--- src/rtl/apms_pkg.sv ---
package apms_pkg;

  // ----------------------------------------------------------------
  // Add-On register offsets (byte addresses)
  // ----------------------------------------------------------------
  localparam logic [6:0] OFS_IN_MBOX = 7'h0c;
  localparam logic [6:0] OFS_OUT_MBOX = 7'h1c;
  localparam logic [6:0] OFS_PT_ADDR = 7'h28;
  localparam logic [6:0] OFS_PT_DATA = 7'h2c;
  localparam logic [6:0] OFS_FILL = 7'h34;

  // ----------------------------------------------------------------
  // Field layout of the fill status word
  // ----------------------------------------------------------------
  localparam int OUT_FILL_LSB = 28;
  localparam int OUT_FILL_MSB = 31;
  localparam int IN_FILL_LSB = 12;
  localparam int IN_FILL_MSB = 15;
  localparam logic [31:0] FILL_RESV_MASK = 32'h0fff0fff;

  // ----------------------------------------------------------------
  // Reset values, widths and steps
  // ----------------------------------------------------------------
  localparam logic [31:0] FILL_RESET = 32'h00000000;
  localparam logic [31:0] WORD_RESET = 32'h00000000;
  localparam logic [3:0] LANES_NONE = 4'h0;
  localparam logic [31:0] ADDR_STEP = 32'h00000004;
  localparam int DATA_W = 32;
  localparam int FIFO_DEPTH = 8;

  // ----------------------------------------------------------------
  // Pass-through cycle state
  // ----------------------------------------------------------------
  typedef enum logic [2:0]
  {
    APMS_IDLE = 3'b001,
    APMS_WRITE = 3'b010,
    APMS_READ = 3'b100
  } apms_state_t;

endpackage : apms_pkg

--- src/rtl/apms_fifo.sv ---
`timescale 1ns/100ps
module apms_fifo
#(
  parameter int WIDTH = 32,
  parameter int DEPTH = 8
)
(
  input wire logic clk_sys,
  input wire logic reset_n,
  input wire logic in_valid,
  output logic in_ready,
  input wire logic [WIDTH-1:0] in_data,
  output logic out_valid,
  input wire logic out_ready,
  output logic [WIDTH-1:0] out_data
);

  // ----------------------------------------------------------------
  // Storage and pointers
  // ----------------------------------------------------------------
  localparam int AW = $clog2(DEPTH);
  localparam logic [AW:0] CNT_FULL = (AW+1)'(DEPTH);
  localparam logic [AW-1:0] PTR_LAST = AW'(DEPTH - 1);

  logic [WIDTH-1:0] mem [DEPTH];
  logic [AW-1:0] wr_ptr, next_wr_ptr;
  logic [AW-1:0] rd_ptr, next_rd_ptr;
  logic [AW:0] count, next_count;
  logic push, pop;

  // Honest flags straight from the occupancy count
  assign in_ready = (count != CNT_FULL);
  assign out_valid = (count != '0);
  assign out_data = mem[rd_ptr];
  assign push = in_valid && in_ready;
  assign pop = out_valid && out_ready;

  // Pointer wrap is explicit so any depth works, not only powers of two
  always_comb
  begin
    next_wr_ptr = wr_ptr;
    next_rd_ptr = rd_ptr;
    next_count = count;
    if (push)
      next_wr_ptr = (wr_ptr == PTR_LAST) ? '0 : wr_ptr + 1'b1;
    if (pop)
      next_rd_ptr = (rd_ptr == PTR_LAST) ? '0 : rd_ptr + 1'b1;
    if (push && !pop)
      next_count = count + 1'b1;
    else if (pop && !push)
      next_count = count - 1'b1;
  end

  always_ff @(posedge clk_sys or negedge reset_n)
  begin
    if (!reset_n)
    begin
      wr_ptr <= '0;
      rd_ptr <= '0;
      count <= '0;
    end
    else
    begin
      wr_ptr <= next_wr_ptr;
      rd_ptr <= next_rd_ptr;
      count <= next_count;
    end
  end

  // Data array has no reset; only valid entries are ever read out
  always_ff @(posedge clk_sys)
  begin
    if (push)
      mem[wr_ptr] <= in_data;
  end

endmodule : apms_fifo

--- src/rtl/apms_passthru_regs.sv ---
`timescale 1ns/100ps
module apms_passthru_regs
(
  input wire logic clk_sys,
  input wire logic reset_n,
  // Add-On register port
  input wire logic addon_select_n,
  input wire logic [3:0] addon_byte_lanes,
  input wire logic addon_rd_n,
  input wire logic addon_wr_n,
  input wire logic [6:0] addon_addr,
  input wire logic [31:0] addon_wdata,
  output logic [31:0] addon_rdata,
  // Pass-through side of the PCI target
  input wire logic passive_mode,
  input wire logic pci_pt_start,
  input wire logic pci_pt_write,
  input wire logic [31:0] pci_pt_addr,
  input wire logic pci_pt_end,
  input wire logic pci_wr_valid,
  input wire logic [31:0] pci_wr_data,
  output logic pci_wr_ready,
  input wire logic pci_rd_req,
  output logic [31:0] pci_rd_data,
  output logic pci_rd_valid,
  output logic pci_pt_wait,
  // Mailbox events seen on the PCI side
  input wire logic [3:0] pci_in_mbox_wr,
  input wire logic [3:0] pci_out_mbox_rd,
  output logic [31:0] host_view_fill_status
);

  // ----------------------------------------------------------------
  // Access decode
  // ----------------------------------------------------------------
  logic acc_sel;
  logic rd_acc, wr_acc;
  logic rd_pt_data, wr_pt_data;
  logic [3:0] addon_in_clr, addon_out_set;

  // A strobe counts only with select and at least one lane
  assign acc_sel = !addon_select_n
                   && (addon_byte_lanes != apms_pkg::LANES_NONE);
  assign rd_acc = acc_sel && !addon_rd_n;
  assign wr_acc = acc_sel && !addon_wr_n;
  assign rd_pt_data = rd_acc && (addon_addr == apms_pkg::OFS_PT_DATA);
  assign wr_pt_data = wr_acc && (addon_addr == apms_pkg::OFS_PT_DATA);

  // Mailbox lane events from the Add-On side
  assign addon_in_clr = (rd_acc && addon_addr == apms_pkg::OFS_IN_MBOX)
                        ? addon_byte_lanes : apms_pkg::LANES_NONE;
  assign addon_out_set = (wr_acc && addon_addr == apms_pkg::OFS_OUT_MBOX)
                         ? addon_byte_lanes : apms_pkg::LANES_NONE;

  // ----------------------------------------------------------------
  // Pass-through write buffer
  // ----------------------------------------------------------------
  logic fifo_in_valid, fifo_in_ready;
  logic fifo_out_valid;
  logic [31:0] fifo_out_data;
  apms_pkg::apms_state_t state, next_state;

  // Only data of an accepted write cycle enters the buffer
  assign fifo_in_valid = pci_wr_valid && (state == apms_pkg::APMS_WRITE);
  assign pci_wr_ready = fifo_in_ready && (state == apms_pkg::APMS_WRITE);

  apms_fifo
  #(
    .WIDTH (apms_pkg::DATA_W),
    .DEPTH (apms_pkg::FIFO_DEPTH)
  )
  u_wr_fifo
  (
    .clk_sys (clk_sys),
    .reset_n (reset_n),
    .in_valid (fifo_in_valid),
    .in_ready (fifo_in_ready),
    .in_data (pci_wr_data),
    .out_valid (fifo_out_valid),
    .out_ready (rd_pt_data),
    .out_data (fifo_out_data)
  );

  // ----------------------------------------------------------------
  // Cycle state and captured address
  // ----------------------------------------------------------------
  logic [31:0] pt_addr, next_pt_addr;
  logic wr_xfer_done, rd_xfer_done;
  logic [31:0] next_rd_data;
  logic next_rd_valid;

  // A write transfer completes when the Add-On pops a buffered word
  assign wr_xfer_done = rd_pt_data && fifo_out_valid;
  // A read transfer completes when the Add-On supplies the word
  assign rd_xfer_done = wr_pt_data && (state == apms_pkg::APMS_READ)
                        && pci_rd_req && !pci_rd_valid;

  // New cycle capture beats the increment of a stale one
  always_comb
  begin
    next_state = state;
    next_pt_addr = pt_addr;
    next_rd_data = pci_rd_data;
    next_rd_valid = 1'b0;
    if (pci_pt_start)
    begin
      next_state = pci_pt_write ? apms_pkg::APMS_WRITE
                                : apms_pkg::APMS_READ;
      next_pt_addr = pci_pt_addr;
    end
    else
    begin
      if (pci_pt_end)
        next_state = apms_pkg::APMS_IDLE;
      if (wr_xfer_done || rd_xfer_done)
        next_pt_addr = pt_addr + apms_pkg::ADDR_STEP;
    end
    if (rd_xfer_done)
    begin
      next_rd_data = addon_wdata;
      next_rd_valid = 1'b1;
    end
  end

  always_ff @(posedge clk_sys or negedge reset_n)
  begin
    if (!reset_n)
    begin
      state <= apms_pkg::APMS_IDLE;
      pt_addr <= apms_pkg::WORD_RESET;
      pci_rd_data <= apms_pkg::WORD_RESET;
      pci_rd_valid <= 1'b0;
    end
    else
    begin
      state <= next_state;
      pt_addr <= next_pt_addr;
      pci_rd_data <= next_rd_data;
      pci_rd_valid <= next_rd_valid;
    end
  end

  // Waits only in passive mode; active-mode pacing lives elsewhere
  assign pci_pt_wait = passive_mode &&
    (((state == apms_pkg::APMS_WRITE) && pci_wr_valid && !fifo_in_ready)
     || ((state == apms_pkg::APMS_READ) && pci_rd_req
         && !pci_rd_valid));

  // ----------------------------------------------------------------
  // Mailbox byte fill flags
  // ----------------------------------------------------------------
  logic [3:0] in_fill, next_in_fill;
  logic [3:0] out_fill, next_out_fill;

  // Set beats clear so a write landing with a read is never lost
  always_comb
  begin
    next_in_fill = (in_fill & ~addon_in_clr) | pci_in_mbox_wr;
    next_out_fill = (out_fill & ~pci_out_mbox_rd) | addon_out_set;
  end

  always_ff @(posedge clk_sys or negedge reset_n)
  begin
    if (!reset_n)
    begin
      in_fill <= apms_pkg::LANES_NONE;
      out_fill <= apms_pkg::LANES_NONE;
    end
    else
    begin
      in_fill <= next_in_fill;
      out_fill <= next_out_fill;
    end
  end

  // Status word built from flops; reserved bits stay zero
  always_comb
  begin
    host_view_fill_status = apms_pkg::FILL_RESET;
    host_view_fill_status[apms_pkg::OUT_FILL_MSB:apms_pkg::OUT_FILL_LSB] =
      out_fill;
    host_view_fill_status[apms_pkg::IN_FILL_MSB:apms_pkg::IN_FILL_LSB] =
      in_fill;
  end

  // ----------------------------------------------------------------
  // Read data
  // ----------------------------------------------------------------
  logic [31:0] next_rdata;

  // Unmapped offsets answer zero; the word holds until the next read
  always_comb
  begin
    next_rdata = addon_rdata;
    if (rd_acc)
    begin
      if (addon_addr == apms_pkg::OFS_PT_ADDR)
        next_rdata = pt_addr;
      else if (addon_addr == apms_pkg::OFS_PT_DATA)
        next_rdata = fifo_out_valid ? fifo_out_data
                                    : apms_pkg::WORD_RESET;
      else if (addon_addr == apms_pkg::OFS_FILL)
        next_rdata = host_view_fill_status;
      else
        next_rdata = apms_pkg::WORD_RESET;
    end
  end

  always_ff @(posedge clk_sys or negedge reset_n)
  begin
    if (!reset_n)
      addon_rdata <= apms_pkg::WORD_RESET;
    else
      addon_rdata <= next_rdata;
  end
endmodule : apms_passthru_regs

--- config.mk ---
export PLATFORM = sky130hd
export DESIGN_NAME = apms_passthru_regs
export DESIGN_NICKNAME = d
export VERILOG_FILES = /design/src/rtl/apms_pkg.sv /design/src/rtl/apms_fifo.sv /design/src/rtl/apms_passthru_regs.sv
export SDC_FILE = /design/constraint.sdc
export NUM_CORES = 1
export LEC_CHECK = 0
export BUFFER_PORTS_ARGS = -buffer_cell sky130_fd_sc_hd__buf_2
export CORE_MARGIN = 1.5
export CORE_UTILIZATION = 30
export DETAILED_ROUTE_END_ITERATION = 12
export SETUP_SLACK_MARGIN = 0.4
export SLEW_MARGIN = 10
export SYNTH_ARGS = -nofsm -noshare
export SYNTH_HDL_FRONTEND = slang
export SYNTH_HIERARCHICAL = 1
export SYNTH_SLANG_ARGS = --single-unit
--- constraint.sdc ---
create_clock -name clk_sys -period 15.15 [get_ports clk_sys]
set_clock_uncertainty 0.2 [all_clocks]
set_input_delay 0.7575 -clock clk_sys [delete_from_list [all_inputs] [get_ports clk_sys]]
set_output_delay 0.7575 -clock clk_sys [all_outputs]
set_load 0.02 [all_outputs]
# After elaboration in Yosys (flattened, before gate mapping)
# Memories as Yosys holds them, arrays and structs flattened.
# Index checks and enable logic that the tools add are counted.
# W data, S select, Z words.
[classes] eq_ne=10 add_sub_neg=5 n_reduce_logical=34 n_bitwise=6 muxes=18
[op_table] cell="$mux W32" count=6
[op_table] cell="$add A32 B3 Y32 const B" count=1
[op_table] cell="$eq A7 B6 Y1 const B" count=3
[op_table] cell="$logic_and A1 B1 Y1" count=20
[op_table] cell="$mux W4" count=4
[op_table] cell="$mux W3" count=5
[op_table] cell="$eq A3 B3 Y1 const B" count=3
[op_table] cell="$and A4 B4 Y4" count=2
[op_table] cell="$not A4 Y4" count=2
[op_table] cell="$or A4 B4 Y4" count=2
[op_table] cell="$reduce_bool A4 Y1" count=2
[op_table] cell="$eq A7 B4 Y1 const B" count=1
[op_table] cell="$eq A7 B5 Y1 const B" count=1
[op_table] cell="$logic_not A1 Y1" count=7
[op_table] cell="$add A3 B1 Y3 const B" count=2
[op_table] cell="$reduce_bool A2 Y1" count=3
[op_table] cell="$add A4 B1 Y4 const B" count=1
[op_table] cell="$ne A4 B4 Y1 const B" count=1
[op_table] cell="$sub A4 B1 Y4 const B" count=1
[op_table] cell="$eq A3 B2 Y1 const B" count=1
[op_table] cell="$mux W1" count=3
[op_table] cell="$logic_or A1 B1 Y1" count=2
[totals] word_cells=84 ff_bits=118 n_memories=1 output_inout_bits=99 mem_bits_rw=256
[memory_table] memory="u_wr_fifo.mem" depth=8 word_bits=32 read_ports=1 rd_ports_with_merged_regs=0 write_ports=1 line_no="apms_fifo.sv:25" rtl="logic [WIDTH-1:0] mem [DEPTH];"

# Longest topological paths before layout
[depth] word_depth=10 ltp_mapped=13

# Modules after synthesis
# The synthesis kept the hierarchy.
[by_module_without_submodules] mod="apms_fifo" instances=1 cells_per_inst=434 seq_area_each_um2=7937.6 area_each_um2=10261.1
[by_module_without_submodules] mod="apms_passthru_regs" instances=1 cells_per_inst=517 seq_area_each_um2=2703.8 area_each_um2=5469.0

# Worst setup path after synthesis
# OpenSTA, ideal clock, no wires.
[synth_path] path_kind="input -> register" from="input port pci_wr_valid" to="memory u_wr_fifo.mem[0][0] (enable)" setup_slack_ns=9.967 n_path_buf=0 cell_stages=3 required_time_ns=14.449 t_arrival_ns=4.481 cell_sequence="nor4bb_1 nand2_2 nor4_1"
[synth_via] elab_chain_cells=4
[synth_lines] element="start: declaration" line_no="apms_passthru_regs.sv:20" rtl="input wire logic pci_wr_valid,"
[synth_lines] element="$logic_and A1 B1 Y1" line_no="apms_passthru_regs.sv:64" rtl="assign fifo_in_valid = pci_wr_valid && (state == apms_pkg::APMS_WRITE);"
[synth_lines] element="$logic_and A1 B1 Y1" line_no="apms_fifo.sv:35" rtl="assign push = in_valid && in_ready;"
[synth_lines] element="$mux W1" line_no="apms_fifo.sv:73" rtl="if (push)"
[synth_lines] element="$mux W1 (not written as such)" line_no="apms_fifo.sv:74" rtl="mem[wr_ptr] <= in_data;"
[synth_lines] element="end: declaration" line_no="apms_fifo.sv:25"
# Every way passes these cells.

# Final worst setup path
[layout_path] from="input port addon_addr[4]" to="register u_wr_fifo.count[3]"
[layout_via] elab_chain_cells=6
[layout_lines] element="start: declaration" line_no="apms_passthru_regs.sv:11" rtl="input wire logic [6:0] addon_addr,"
[layout_lines] element="$eq A7 B6 Y1 (*)" line_no="apms_passthru_regs.sv:46" rtl="assign rd_pt_data = rd_acc && (addon_addr == apms_pkg::OFS_PT_DATA);"
[layout_lines] element="$logic_and A1 B1 Y1 (*)" line_no="apms_passthru_regs.sv:46"
[layout_lines] element="net rd_pt_data" line_no="apms_passthru_regs.sv:38" rtl="logic rd_pt_data, wr_pt_data;"
[layout_lines] element="$logic_and A1 B1 Y1 (*)" line_no="apms_fifo.sv:36" rtl="assign pop = out_valid && out_ready;"
[layout_lines] element="$logic_not A1 Y1" line_no="apms_fifo.sv:48" rtl="if (push && !pop)"
[layout_lines] element="$logic_and A1 B1 Y1" line_no="apms_fifo.sv:48"
[layout_lines] element="$mux W4 / $reduce_bool A2 Y1 (equally long branches)"
[layout_lines] element="end signal: assignment" line_no="apms_fifo.sv:66" rtl="count <= next_count;"
[layout_lines] element="end: declaration" line_no="apms_fifo.sv:28" rtl="logic [AW:0] count, next_count;"
# Mark *: on every way through the listed nets, which the timed path passes. The rest lies on a longest branch.
# A chain may end at the register's enable or synchronous reset.

==> results.cfg <==
[route]
vias_per_cell = 4.83
drtIter0Drc = 863
drc = 0
drt-wirelength-per-cell_um = 20.8
drt_pass1_iterations = 8
antenna_left = 0
routed_wirelength_um = 38800
num_vias = 9008

[global_route]
first_global_vias = 9050
grt_pass1_wl_um = 57600
antenna_found_initial = 15
grt_max_degree = 73
grt.total_usage_pct = 14.4
grt_remaining_overflow = 0

[layout]
multiInputGateArea_mm2 = 0.00470
layout-drive-gt1-share_pct = 37.7
area_growth_pct = 18.2
seq_area_mm2 = 0.0106
fillerInstances = 4877
final_common_cell = edfxtp_1
mostFrequentLayoutCells = 256 x edfxtp_1, 199 x buf_2, 115 x dfrtp_1
layout.nets = 1287

[pwr]
finalPower_uw = 2250
p_leak_uw = 0.00675
vdd_drop_max_mv = 0.0628
p_per_area_mw_per_mm2 = 121

[clock_tree]
cts_sinks = 374
clockBufferDepth = 3
cts_setup_buffers = 0
cts_tree = yes
clock_latency_ns = 0.54
post_cts_resized = 0
htreeDepth = 2
cts_hold_buf = 0
cts-root-buf = clkbuf_16
clk_pin_slew_ns = 0.06
numCtsBuffers = 38

[synth]
yosys_most_used_dff = edfxtp_1
synth-edff-count = 256
async_flop_share_pct = 31.6
synth.ff_latch_count = 374
ys_seq_area_share_pct = 67.7
syn_area_per_cell_um2 = 16.5
syn_inst = 951
ys_warn_count = 6
netlist_area_mm2 = 0.0157
synthDistinctLibCells = 62

[sta]
period_minus_slack_ns = 3.35
rsz0062_at_grt = no
fmax_mhz = 298
setup_viol = 0
relSlewSlack_pct = 32.8
finalHoldViolCount = 0
max_slew.worst_pin.slew_ns = 1.01
final.period_utilization_pct = 22.1
tns_ns = 0
drv_slew = 0

[floorplanning]
die_x_um = 232
io_pins = 225
num_rows = 83
die_height_um = 232
start_util_pct = 30.5
die_area_mm2 = 0.0538
core_area_mm2 = 0.0516

[setup_path]
cp.required_ns = 15.35
cp_max_fo = 10
critical_path.startpoint_type = input pin
endpoint_kind = flop
critPathArrivalTime_ns = 3.55
path_class = in -> reg

[placement]
dp_hpwl_um = 25200
gp_congestion = 0.797
port-buffer-count = 200

[flow_run]
drv.max_cap_violation_count = 0

[worst_hold_path]
min_path_type = in -> async

[status]
status = finished clean
-- through the flow --
stage                     instances  worst slack, ns  area, µm²  utilization, %  hold slack, ns
final                          1866            11.80      18600            36.0          0.0377
after global routing           1861            11.54      18600            36.0          0.0838
after CTS                      1861            11.75      18600            36.0          0.0581
after detailed placement       1792            11.31      17400            33.7           0.265
after global placement         1792            11.39      17400            33.7           0.263
after floorplan                 974             9.97      15800               -           0.262
-- kinds of logic after synthesis --
family,after synthesis,synth area share [%]
buffers and inverters,91,3.29
AND/OR/NAND/NOR,174,5.97
XOR/XNOR,22,1.22
other,1,0.0238
flip-flops,374,67.7
multiplexers,143,14.8
adder cells (fa/ha/maj),9,0.764
AO/OA/AOI/OAI,137,6.30
-- flip-flops by register name, summed over array words and instances, names as in the netlist --
register,flops
in_fill,4
pt_addr,32
u_wr_fifo/mem,256
pci_rd_data,32
u_wr_fifo/wr_ptr,3
addon_rdata,32
u_wr_fifo/count,4
u_wr_fifo/rd_ptr,3
out_fill,4
state,3
pci_rd_valid,1
-- worst max-delay path, stage by stage --
cell and delay [ns]:
buf_2 0.12, nor3b_2 0.41, nand2_1 0.39, nor2_1 0.21
nand2_1 0.16, ha_1 0.28, inv_1 0.16, ha_1 0.31
or4_1 0.52, o211ai_1 0.11, o211ai_1 0.11
-- where the power goes --
group	switching (µW)	leakage (µW)	internal, µW
combinational	97.9	0.00231	77.4
clock	389	0.000594	519
sequential	41.5	0.00384	1130
total	528	0.00675	1730
-- per-layer routing --
layer / vias up / part of all wire, % / wire length [µm] / global-route usage, %
met5: - / 0.27 / 105 / 0
met4: 18 / 2.0 / 761 / 3.77
met3: 66 / 8.2 / 3200 / 4.51
met2: 293 / 47 / 18400 / 23.4
met1: 4540 / 42 / 16400 / 18.7
li1: 4091 / - / - / -
-- Yosys cell counts, types with 2 or more instances --
library cell | count | area, µm²
a2111o_1 | 2 | 22.5
a2111oi_0 | 4 | 35.0
a2111oi_1 | 2 | 20.0
a2111oi_2 | 8 | 120
a211oi_1 | 8 | 60.1
a21o_1 | 4 | 30.0
a21oi_1 | 3 | 15.0
a222oi_1 | 8 | 80.1
a22oi_1 | 28 | 210
a31oi_1 | 2 | 12.5
and3_1 | 2 | 12.5
and4_1 | 5 | 43.8
buf_1 | 4 | 15.0
buf_2 | 14 | 70.1
buf_4 | 26 | 195
buf_6 | 8 | 90.1
clkbuf_1 | 25 | 93.8
dfrtp_1 | 117 | 2930
edfxtp_1 | 256 | 7690
ha_1 | 8 | 100
inv_1 | 14 | 52.6
mux2_2 | 74 | 833
mux2i_1 | 5 | 50.1
mux4_2 | 64 | 1440
nand2_1 | 82 | 308
nand2b_1 | 2 | 12.5
nand3_1 | 13 | 65.1
nand3b_1 | 2 | 15.0
nand4_1 | 7 | 43.8
nand4_2 | 2 | 25.0
nand4_4 | 3 | 63.8
nor2_1 | 17 | 63.8
nor2b_1 | 7 | 43.8
nor3_1 | 9 | 45.0
nor4_1 | 3 | 18.8
nor4b_1 | 2 | 17.5
o211ai_1 | 3 | 22.5
o21ai_0 | 55 | 275
o21ai_1 | 5 | 25.0
or3_1 | 3 | 18.8
or4_1 | 4 | 30.0
xnor2_1 | 21 | 184
-- final timing paths --
path	from	to	slack, ns	cells past startpoint
max reg2reg	u_wr_fifo/rd_ptr[0]$_DFFE_PN0P_	addon_rdata[14]$_DFFE_PN0N_	11.85	5
max	addon_addr[4]	u_wr_fifo/count[3]$_DFFE_PN0P_	11.80	11
max in group asynchronous	reset_n	pci_rd_data[8]$_DFFE_PN0P_	13.32	2
min reg2reg	addon_rdata[4]$_DFFE_PN0N_	addon_rdata[4]$_DFFE_PN0N_	0.27	2
min in group clk_sys	pci_out_mbox_rd[1]	out_fill[1]$_DFF_PN0_	0.19	2
min	reset_n	pci_rd_data[3]$_DFFE_PN0P_	0.04	1
-- final cells by class --
cell class,count,area share (%)
Tap cell,680,4.58
Sequential cell,374,57.3
Clock inverter,22,0.996
Antenna cell,5,0.0673
Timing Repair Buffer,215,6.00
Inverter,14,0.283
Clock buffer,47,5.52
Multi-Input combinational cell,509,25.3
Power figures use the tool's default switching activity.
